### config.mk
export PLATFORM = sky130hd
export DESIGN_NAME = hpc_parser
export DESIGN_NICKNAME = d
export VERILOG_FILES = /design/src/shared/hpc_pkg.sv /design/src/rtl/hpc_parser.sv
export VERILOG_INCLUDE_DIRS = /design/src /design/src/shared
export SDC_FILE = /design/constraint.sdc
export NUM_CORES = 1
export LEC_CHECK = 0
export ABC_AREA = 1
export BUFFER_PORTS_ARGS = -buffer_cell sky130_fd_sc_hd__buf_2
export CAP_MARGIN = 10
export CORE_MARGIN = 8
export CORE_UTILIZATION = 32
export DETAILED_ROUTE_END_ITERATION = 16
export GPL_ROUTABILITY_DRIVEN = 0
export SKIP_LAST_GASP = 1
export SYNTH_ARGS = -nofsm -noshare
export SYNTH_HDL_FRONTEND = slang
export SYNTH_SLANG_ARGS = --single-unit
### constraint.sdc
create_clock -name CLOCK_IN -period 3.4 [get_ports CLOCK_IN]
set_input_delay 0.34 -clock CLOCK_IN [delete_from_list [all_inputs] [get_ports CLOCK_IN]]
set_output_delay 0.34 -clock CLOCK_IN [all_outputs]
set_load 0.05 [all_outputs]
### src/shared/hpc_cfg.svh
`ifndef HPC_CFG_SVH
`define HPC_CFG_SVH
// Framing characters
`define HPC_STX 8'h02
`define HPC_ETX 8'h03
`define HPC_ESC 8'h1b
`define HPC_ACK 8'h06
`define HPC_NAK 8'h15
`define HPC_HDR_S 8'h53
`define HPC_HDR_T 8'h54
`define HPC_HDR_I 8'h49
`define HPC_NIB_HI 4'h3
// Command characters
`define HPC_CMD_IDENT 8'h44
`define HPC_CMD_LASER_ON 8'h45
`define HPC_CMD_UPLOAD 8'h46
`define HPC_CMD_DNL_ALL 8'h47
`define HPC_CMD_DNL_SPEC 8'h48
// Parameter store, offsets 0x0 to 0x5
`define HPC_PARAM_CNT 6
`define HPC_PNUM_W 8
`define HPC_RST_P0 8'he3
`define HPC_RST_P1 8'h13
`define HPC_RST_P2 8'h0c
`define HPC_RST_P3 8'h00
`define HPC_RST_P4 8'h04
`define HPC_RST_P5 8'h00
// Defined bits of each parameter, reserved bits read zero
`define HPC_MASK_P0 8'he3
`define HPC_MASK_P1 8'h1b
`define HPC_MASK_P2 8'h7f
`define HPC_MASK_P3 8'h07
`define HPC_MASK_P4 8'h06
`define HPC_MASK_P5 8'h03
// Field positions used as separate outputs
`define HPC_BIT_NO_DECODE 0
`define HPC_BIT_C39_BUFFER 1
`define HPC_BIT_BEEPER 2
// Software version string, two letters, arbitrary value
`define HPC_VER_0 8'h41
`define HPC_VER_1 8'h42
// Response lengths in characters
`define HPC_LEN_SINGLE 5'h01
`define HPC_LEN_IDENT 5'h08
`define HPC_LEN_UPLOAD 5'h10
`endif

### src/shared/hpc_pkg.sv
package hpc_pkg;
  typedef enum logic [5:0] {
    ST_IDLE = 6'b000001,
    ST_HDR  = 6'b000010,
    ST_CMD  = 6'b000100,
    ST_DATA = 6'b001000,
    ST_LRC  = 6'b010000,
    ST_SEND = 6'b100000
  } hpc_state_t;
  typedef logic [7:0] hpc_char_t;
endpackage

### src/rtl/hpc_parser.sv
`include "hpc_cfg.svh"
module hpc_parser (
  input wire logic CLOCK_IN,
  input wire logic RESET_N_IN,
  input wire hpc_pkg::hpc_char_t RX_DATA_IN,
  input wire logic RX_VALID_IN,
  output logic RX_READY_OUT,
  output hpc_pkg::hpc_char_t TX_DATA_OUT,
  output logic TX_VALID_OUT,
  input wire logic TX_READY_IN,
  output logic LASER_ON_OUT,
  output logic [7:0] SYMBOLOGY_ENABLE_A_OUT,
  output logic [7:0] SYMBOLOGY_ENABLE_B_OUT,
  output logic [7:0] CONVERSION_CHECK_OPTIONS_OUT,
  output logic [7:0] DECODE_MISC_OPTIONS_OUT,
  output logic [7:0] BUFFER_BEEPER_OPTIONS_OUT,
  output logic [7:0] SUPPLEMENTAL_OPTIONS_OUT,
  output logic BEEPER_EN_OUT,
  output logic CODE39_BUFFER_EN_OUT,
  output logic NO_DECODE_MSG_EN_OUT
);
  import hpc_pkg::*;

  localparam logic [7:0] RST_VAL [`HPC_PARAM_CNT] = '{`HPC_RST_P0, `HPC_RST_P1,
    `HPC_RST_P2, `HPC_RST_P3, `HPC_RST_P4, `HPC_RST_P5};
  localparam logic [7:0] BIT_MASK [`HPC_PARAM_CNT] = '{`HPC_MASK_P0, `HPC_MASK_P1,
    `HPC_MASK_P2, `HPC_MASK_P3, `HPC_MASK_P4, `HPC_MASK_P5};

  hpc_state_t state_reg;
  hpc_char_t cmd_reg, rx_lrc_reg, tx_single_reg, tx_cmd_reg, tx_lrc_reg, tx_data_reg;
  logic bad_reg, half_reg, tx_valid_reg, laser_reg;
  logic [1:0] hdr_cnt_reg;
  logic [3:0] hi_nib_reg;
  logic [4:0] byte_cnt_reg, tx_idx_reg, tx_len_reg;
  logic [7:0] pnum_reg;
  logic [7:0] param_reg [`HPC_PARAM_CNT];
  logic [7:0] shadow_reg [`HPC_PARAM_CNT];
  logic [`HPC_PARAM_CNT-1:0] mask_reg;
  logic rx_take, exec_ok, commit, tx_load, tx_done, nib_ok;
  hpc_char_t c, tx_char, hdr_exp, data_byte;
  logic [4:0] dpos;
  logic [3:0] dbyte;

  // Receive handshake and decoded character
  assign c = RX_DATA_IN;
  assign RX_READY_OUT = (state_reg != ST_SEND);
  assign rx_take = RX_VALID_IN && RX_READY_OUT;
  assign nib_ok = (c[7:4] == `HPC_NIB_HI);
  assign data_byte = {hi_nib_reg, c[3:0]};
  assign exec_ok = (state_reg == ST_LRC) && rx_take && (c == rx_lrc_reg) && !bad_reg
    && !half_reg;
  assign commit = exec_ok && ((cmd_reg == `HPC_CMD_DNL_ALL) || (cmd_reg == `HPC_CMD_DNL_SPEC));

  // Expected header character by position
  always_comb begin
    unique case (hdr_cnt_reg)
      2'd0: hdr_exp = `HPC_HDR_S;
      2'd1: hdr_exp = `HPC_HDR_T;
      default: hdr_exp = `HPC_HDR_I;
    endcase
  end

  // Frame receiver and response selection
  always_ff @(posedge CLOCK_IN) begin
    if (!RESET_N_IN) begin
      state_reg <= ST_IDLE;
      cmd_reg <= 8'h00;
      rx_lrc_reg <= 8'h00;
      bad_reg <= 1'b0;
      half_reg <= 1'b0;
      hdr_cnt_reg <= 2'd0;
      hi_nib_reg <= 4'h0;
      byte_cnt_reg <= 5'h00;
      tx_single_reg <= 8'h00;
      tx_cmd_reg <= 8'h00;
      tx_len_reg <= 5'h00;
    end else if (rx_take) begin
      unique case (state_reg)
        ST_IDLE: begin
          rx_lrc_reg <= 8'h00;
          bad_reg <= 1'b0;
          half_reg <= 1'b0;
          hdr_cnt_reg <= 2'd0;
          byte_cnt_reg <= 5'h00;
          if (c == `HPC_STX) begin
            state_reg <= ST_HDR;
          end else if (c == `HPC_ESC) begin
            tx_single_reg <= `HPC_ACK;
            tx_len_reg <= `HPC_LEN_SINGLE;
            state_reg <= ST_SEND;
          end
        end
        ST_HDR: begin
          rx_lrc_reg <= rx_lrc_reg ^ c;
          if (c != hdr_exp) begin
            bad_reg <= 1'b1;
          end
          hdr_cnt_reg <= hdr_cnt_reg + 2'd1;
          if (hdr_cnt_reg == 2'd2) begin
            state_reg <= ST_CMD;
          end
        end
        ST_CMD: begin
          rx_lrc_reg <= rx_lrc_reg ^ c;
          cmd_reg <= c;
          if (c < `HPC_CMD_IDENT || c > `HPC_CMD_DNL_SPEC) begin
            bad_reg <= 1'b1;
          end
          state_reg <= ST_DATA;
        end
        ST_DATA: begin
          rx_lrc_reg <= rx_lrc_reg ^ c;
          if (c == `HPC_ETX) begin
            state_reg <= ST_LRC;
          end else begin
            if (!nib_ok) begin
              bad_reg <= 1'b1;
            end
            half_reg <= !half_reg;
            hi_nib_reg <= c[3:0];
            if (half_reg) begin
              byte_cnt_reg <= byte_cnt_reg + 5'h01;
            end
          end
        end
        ST_LRC: begin
          state_reg <= ST_SEND;
          tx_cmd_reg <= cmd_reg;
          tx_single_reg <= exec_ok ? `HPC_ACK : `HPC_NAK;
          tx_len_reg <= `HPC_LEN_SINGLE;
          if (exec_ok && cmd_reg == `HPC_CMD_IDENT) begin
            tx_len_reg <= `HPC_LEN_IDENT;
          end else if (exec_ok && cmd_reg == `HPC_CMD_UPLOAD) begin
            tx_len_reg <= `HPC_LEN_UPLOAD;
          end
        end
        default: state_reg <= ST_IDLE;
      endcase
    end else if (state_reg == ST_SEND && tx_done) begin
      state_reg <= ST_IDLE;
    end
  end

  // Parameter number of a specific download pair
  always_ff @(posedge CLOCK_IN) begin
    if (!RESET_N_IN) begin
      pnum_reg <= 8'h00;
    end else if (rx_take && state_reg == ST_DATA && nib_ok && half_reg && !byte_cnt_reg[0]) begin
      pnum_reg <= data_byte;
    end
  end

  // Staging area and committed parameter store, one entry each
  genvar gi;
  generate
    for (gi = 0; gi < `HPC_PARAM_CNT; gi++) begin : g_param
      logic hit_all, hit_spec;
      assign hit_all = (cmd_reg == `HPC_CMD_DNL_ALL)
        && (byte_cnt_reg == 5'(gi));
      assign hit_spec = (cmd_reg == `HPC_CMD_DNL_SPEC) && byte_cnt_reg[0]
        && (pnum_reg == 8'(gi));
      always_ff @(posedge CLOCK_IN) begin
        if (!RESET_N_IN) begin
          shadow_reg[gi] <= 8'h00;
          mask_reg[gi] <= 1'b0;
        end else if (rx_take && state_reg == ST_IDLE) begin
          mask_reg[gi] <= 1'b0;
        end else if (rx_take && state_reg == ST_DATA && c != `HPC_ETX && half_reg
                     && (hit_all || hit_spec)) begin
          shadow_reg[gi] <= data_byte;
          mask_reg[gi] <= 1'b1;
        end
      end
      always_ff @(posedge CLOCK_IN) begin
        if (!RESET_N_IN) begin
          param_reg[gi] <= RST_VAL[gi];
        end else if (commit && mask_reg[gi]) begin
          param_reg[gi] <= shadow_reg[gi] & BIT_MASK[gi];
        end
      end
    end
  endgenerate

  // Parameter outputs, reserved bits cleared
  assign SYMBOLOGY_ENABLE_A_OUT = param_reg[0];
  assign SYMBOLOGY_ENABLE_B_OUT = param_reg[1];
  assign CONVERSION_CHECK_OPTIONS_OUT = param_reg[2];
  assign DECODE_MISC_OPTIONS_OUT = param_reg[3];
  assign BUFFER_BEEPER_OPTIONS_OUT = param_reg[4];
  assign SUPPLEMENTAL_OPTIONS_OUT = param_reg[5];
  assign NO_DECODE_MSG_EN_OUT = param_reg[3][`HPC_BIT_NO_DECODE];
  assign CODE39_BUFFER_EN_OUT = param_reg[4][`HPC_BIT_C39_BUFFER];
  assign BEEPER_EN_OUT = param_reg[4][`HPC_BIT_BEEPER];

  // Laser state from laser on and escape
  always_ff @(posedge CLOCK_IN) begin
    if (!RESET_N_IN) begin
      laser_reg <= 1'b0;
    end else if (rx_take && state_reg == ST_IDLE && c == `HPC_ESC) begin
      laser_reg <= 1'b0;
    end else if (exec_ok && cmd_reg == `HPC_CMD_LASER_ON) begin
      laser_reg <= 1'b1;
    end
  end
  assign LASER_ON_OUT = laser_reg;

  // Response character by position
  assign dpos = tx_idx_reg - 5'h02;
  assign dbyte = dpos[4:1];
  always_comb begin
    hpc_char_t b;
    b = 8'h00;
    if (tx_cmd_reg == `HPC_CMD_IDENT) begin
      b = dbyte[0] ? `HPC_VER_1 : `HPC_VER_0;
    end else if (dbyte < 4'(`HPC_PARAM_CNT)) begin
      b = param_reg[dbyte[2:0]];
    end
    if (tx_len_reg == `HPC_LEN_SINGLE) begin
      tx_char = tx_single_reg;
    end else if (tx_idx_reg == 5'h00) begin
      tx_char = `HPC_STX;
    end else if (tx_idx_reg == 5'h01) begin
      tx_char = tx_cmd_reg;
    end else if (tx_idx_reg == tx_len_reg - 5'h02) begin
      tx_char = `HPC_ETX;
    end else if (tx_idx_reg == tx_len_reg - 5'h01) begin
      tx_char = tx_lrc_reg;
    end else begin
      tx_char = {`HPC_NIB_HI, dpos[0] ? b[3:0] : b[7:4]};
    end
  end

  // Transmit sequencer
  assign tx_load = (state_reg == ST_SEND) && (!tx_valid_reg || TX_READY_IN)
    && (tx_idx_reg < tx_len_reg);
  assign tx_done = (tx_idx_reg == tx_len_reg) && (!tx_valid_reg || TX_READY_IN);
  always_ff @(posedge CLOCK_IN) begin
    if (!RESET_N_IN) begin
      tx_idx_reg <= 5'h00;
      tx_lrc_reg <= 8'h00;
      tx_data_reg <= 8'h00;
      tx_valid_reg <= 1'b0;
    end else begin
      if (state_reg != ST_SEND) begin
        tx_idx_reg <= 5'h00;
        tx_lrc_reg <= 8'h00;
      end else if (tx_load) begin
        tx_idx_reg <= tx_idx_reg + 5'h01;
        if (tx_idx_reg != 5'h00) begin
          tx_lrc_reg <= tx_lrc_reg ^ tx_char;
        end
      end
      if (tx_load) begin
        tx_data_reg <= tx_char;
        tx_valid_reg <= 1'b1;
      end else if (TX_READY_IN) begin
        tx_valid_reg <= 1'b0;
      end
    end
  end
  assign TX_DATA_OUT = tx_data_reg;
  assign TX_VALID_OUT = tx_valid_reg;
endmodule

# --- Word-level counts from Yosys, hierarchy flattened ---
# Memories as Yosys holds them, arrays and structs flattened.
# Index checks and enable logic that the tools add are counted.
totals:
  reg_bits: 93
  mem_bits_rw: 96
  in_bits: 12
  out_inout_bits: 62
  wordCells: 279
  mem_count: 2
memory_table:
  columns: ["name", "depth", "word_bits", "rd", "rd_clocked_by_memory_dff", "write_ports", "line_no", "text"]
  rows:
  - ["param_reg", 6, 8, 7, 0, 6, "hpc_parser.sv:36", "logic [7:0] param_reg [`HPC_PARAM_CNT];"]
  - ["shadow_reg", 6, 8, 6, 0, 6, "hpc_parser.sv:37", "logic [7:0] shadow_reg [`HPC_PARAM_CNT];"]
op_classes:
  addsub: 6
  order_cmp: 4
  eq_ne: 47
  mux: 95
  bitwise_logic: 16
  reduce_logical: 86
ops:
  columns: ["op", "count"]
  rows:
  - ["$mux 8", 21]
  - ["$mux 1", 50]
  - ["$eq 8x7->1 const B", 6]
  - ["$logic_and 1x1->1", 46]
  - ["$mux 6", 6]
  - ["$mux 5", 7]
  - ["$eq 8x2->1 const B", 4]
  - ["$pmux 8 s2", 2]
  - ["$pmux 5 s2", 3]
  - ["$pmux 6 s5", 1]
  - ["$eq 8x3->1 const B", 2]
  - ["$xor 8x8->8", 2]
  - ["$eq 5x1->1 const B", 3]
  - ["$eq 5x5->1", 3]
  - ["$ne 2x2->1 const B", 7]
  - ["$or 1x1->1", 12]
  - ["$reduce_and 4->1", 3]
  - ["$reduce_bool 2->1", 6]
  - ["$add 5x1->5 const B", 2]
  - ["$eq 5x2->1 const B", 2]
  - ["$eq 5x3->1 const B", 2]
  - ["$logic_not 5->1", 2]
  - ["$reduce_and 2->1", 5]
  - ["$sub 5x2->5 const B", 2]
  - ["39 further kinds", 55]

# --- Longest topological paths before layout ---
depth:
  ltp_word: 12
  ltp_mapped: 20
  depth_no_buf: 18

# --- Worst setup path after synthesis ---
# OpenSTA, ideal clock, no wires.
synth_path:
  kind: "reg-to-reg"
  from: "register tx_idx_reg[1]"
  to: "register tx_lrc_reg[2]"
  setup_ns: 0.115
  arrival_ns: 2.071
  required_time_ns: 3.285
  path_slack_ns: 1.214
  stages_incl_launch_ff: 20
  n_path_buf: 3
  synth_period_minus_slack_ns: 2.186
  path_cell_list: "dfxtp_1 > buf_2 > inv_2 > buf_2 > ha_1 > buf_2 > inv_1 > nand2_1 > nand2_1 > nand3_1 > nand2_1 > o211ai_1 > nand2_1 > nand3_1 > nand2_1 > nand2_1 > nand2_1 > nand3_1 > nand2_1 > nor2_1"
synth_between:
  elab_chain_len: 11
  elab_cells_between_ends: 20
  cone_classes: "add/sub: 1; order compare: 2; eq/ne: 3; mux: 8; bitwise: 1; reduce/logical: 4; memory: 1"
synth_lines:
  columns: ["item", "line_no", "text"]
  rows:
  - ["from (decl)", "hpc_parser.sv:34", "logic [4:0] byte_cnt_reg, tx_idx_reg, tx_len_reg;"]
  - ["from (signal assigned)", "hpc_parser.sv:248", "tx_idx_reg <= tx_idx_reg + 5'h01;"]
  - ["$sub 5x2->5", "hpc_parser.sv:208", "assign dpos = tx_idx_reg - 5'h02;"]
  - ["$lt 4x3->1 or $mem_v2 6x8 (tied branches)", null, null]
  - ["$mux 8", "hpc_parser.sv:215", "end else if (dbyte < 4'(`HPC_PARAM_CNT)) begin"]
  - ["$mux 8", "hpc_parser.sv:213", "if (tx_cmd_reg == `HPC_CMD_IDENT) begin"]
  - ["$mux 4", "hpc_parser.sv:229", "tx_char = {`HPC_NIB_HI, dpos[0] ? b[3:0] : b[7:4]};"]
  - ["$mux 8", "hpc_parser.sv:226", "end else if (tx_idx_reg == tx_len_reg - 5'h01) begin"]
  - ["$mux 8", "hpc_parser.sv:224", "end else if (tx_idx_reg == tx_len_reg - 5'h02) begin"]
  - ["$mux 8", "hpc_parser.sv:222", "end else if (tx_idx_reg == 5'h01) begin"]
  - ["$mux 8", "hpc_parser.sv:220", "end else if (tx_idx_reg == 5'h00) begin"]
  - ["$mux 8", "hpc_parser.sv:218", "if (tx_len_reg == `HPC_LEN_SINGLE) begin"]
  - ["$xor 8x8->8", "hpc_parser.sv:250", "tx_lrc_reg <= tx_lrc_reg ^ tx_char;"]
  - ["to (signal assigned)", "hpc_parser.sv:250", null]
  - ["to (decl)", "hpc_parser.sv:30", "hpc_char_t cmd_reg, rx_lrc_reg, tx_single_reg, tx_cmd_reg, tx_lrc_reg, tx_data_reg;"]
# Parallel ways exist; a longest one is shown, timed or not.
# A chain may end at the register's enable or synchronous reset.

==> out/qor.yml <==
cts_buffers: 17
num_rows: 54
clkTransAtPathRegs_ns: 0.06
synth_top_family_by_area: "simple AND/OR/NAND/NOR gates"
hold_viol: 0
ios: 74
start_util: 0.322
antenna_found_initial: 0
synth_edf_count: 46
final_area_mm2: 0.00793
grt_pass1_wl_um: 26800
fin_hold_ws_ns: 0.265
cts_hold_buf: 0
yosysWarningCount: 0
fin_crit_sh: 0.762
cts_tree: "yes"
core-area_mm2: 0.0216
hpwl_um: 13100
p_per_area_mw_per_mm2: 482
drt_iter0_markers: 386
insertion_delay_ns: 0.41
dieHeight_um: 164
cp-end-kind: "register"
wl_per_cell_um: 13.7
critPathMaxFanout: 11
ys_seq_area_frac: 0.445
nFillCells: 2271
syn2layout_area_growth_pct: 13.8
max-slew-margin-rel: 0.428
synthXorXnorAreaFrac: 0.0151
vias_per_cell: 4.65
synthCells: 895
rsz0062_at_grt: "false"
ant_nets: 0
fin_crit_ns: 2.59
cts.sinks: 132
drt-total-wl_um: 17000
cap_violations: 0
synth_cell_type_count: 48
path_class: "reg2reg"
synth_seq_cells: 132
die_area_mm2: 0.0267
dp_cells: 1203
synth_compound_gate_area_share: 0.115
synth.top_cell.area_share: 0.247
worst_slew_pin_slew_ns: 0.855
startpoint_type: "register"
vias: 5738
post-place-ws_ns: 0.809
setup_viol: 0
synth_mux_area_frac: 0
diodes: 0
route.detailed.drc: 0
numPortBuffers: 48
hold_path_class: "in2reg"
ys.flop_type: "dfxtp_1"
grt_overflow: 0
timing.fmax_ghz: 0.386
synthTopCellsByArea: "dfxtp_1 25%, edfxtp_1 20%, nand2_1 9.7%, inv_1 5.9%, nor2_1 5.9%"
layout_common_cells: "180 x nand2_1, 109 x inv_1, 109 x nor2_1, 86 x dfxtp_1, 68 x a21oi_1"
synthAdderAreaFrac: 0.0323
clk_path_buf_depth: 2
grt_pass1_vias: 5270
dieWidth_um: 164
syn_avg_cell_area_um2: 7.78
synthArstFlopShare: 0
synth-simple-area-share: 0.282
critPathArrivalTime_ns: 2.75
h-tree-depth: 4
fin_ws_ns: 0.810
worstPathRequired_ns: 3.56
yosys.area.top_type: "dfxtp_1"
fin_nets: 972
drive_gt1_frac: 0.142
grt_max_degree: 47
fin_cells: 1235
drv_slew: 0
vdd_ir_drop_max_mv: 0.275
skew_ns: 0.00829
syn_area_mm2: 0.00697
cts_setup_buffers: 0
track_usage: 0.126
root_buffer: "clkbuf_16"
layout_commonest_cell: "nand2_1"
dr.pass1.iters: 5
ctsResizeCount: 0
tns_ns: 0
leakagePower_nw: 3.23
status: "complete, no violations"
dpl_cell_area_mm2: 0.00737
synthesized netlist by cell type (10+ instances only):
cell type    n
ha_1        18
clkbuf_1    10
nor3_1      15
o21ai_0     41
a21oi_1     68
buf_4       29
a211oi_1    11
nand3_1     35
edfxtp_1    46
dfxtp_1     86
nand2_1    180
nand4_1     26
inv_1      109
nor2_1     109
cell type report:
class                      instances  area [um2]  area share
sequential                       132        3100       0.392
inverter                         119         449      0.0567
clock buffer                      17         425      0.0537
multi-input combinational        619        3190       0.402
timing repair buffer              53         278      0.0350
tap                              280         350      0.0442
clock inverter                    15         131      0.0166
logic make-up (layout without fill, tap and decap cells):
| group | Yosys count | in the layout |
|---|---|---|
| xor+xnor | 12 | 12 |
| flops | 132 | 132 |
| buf+inv | 168 | 204 |
| fa+ha+maj | 18 | 18 |
| simple gates | 422 | 422 |
| other cells | 1 | 25 |
| compound gates | 142 | 142 |
power breakdown:
group / total [W] / switching [W] / internal (W)
logic: 0.000390 / 0.000305 / 0.0000847
registers: 0.00171 / 0.0000345 / 0.00168
clock network: 0.00172 / 0.000708 / 0.00101
total: 0.00382 / 0.00105 / 0.00277
routing by layer:
metal  wire [um]  GRT usage  vias to the layer above
met2        7580      0.198                      141
met4         234     0.0401                        0
met1        8090      0.165                     2592
li1            -          -                     2983
met3        1080     0.0348                       22
met5           0          0                        -
per-stage QoR:
step / total power, W / utilization
3_5_place_dp: 0.00213 / 0.341
4_1_cts: 0.00385 / 0.367
6_report: 0.00382 / 0.367
2_1_floorplan: 0.00206 / -
5_1_grt: 0.00395 / 0.367
3_3_place_gp: 0.00213 / 0.341
critical path: stages (launching register included):
cell     delay (ns)
dfxtp_1        0.36
nor2_2         0.18
nand2_1        0.11
nor3_1         0.13
nand2_1        0.22
inv_1          0.32
nand2_1        0.17
nor2_2         0.35
buf_4          0.20
nand2_2        0.05
nor2_2         0.16
nand2_1        0.08
final timing paths:
kind / end / cells after the start / startpoint / slack, ns
max: param_reg[0][7]$_SDFFCE_PN1P_ / 11 / state_reg[3]$_SDFFE_PN0P_ / 0.81
min reg2reg: TX_DATA_OUT[5]$_SDFFE_PN0P_ / 2 / TX_DATA_OUT[5]$_SDFFE_PN0P_ / 0.46
min: cmd_reg[6]$_SDFFE_PN0P_ / 3 / RX_DATA_IN[6] / 0.27
max reg2reg: param_reg[0][7]$_SDFFCE_PN1P_ / 11 / state_reg[3]$_SDFFE_PN0P_ / 0.81
Note: power is estimated with default switching activity, not from simulation.
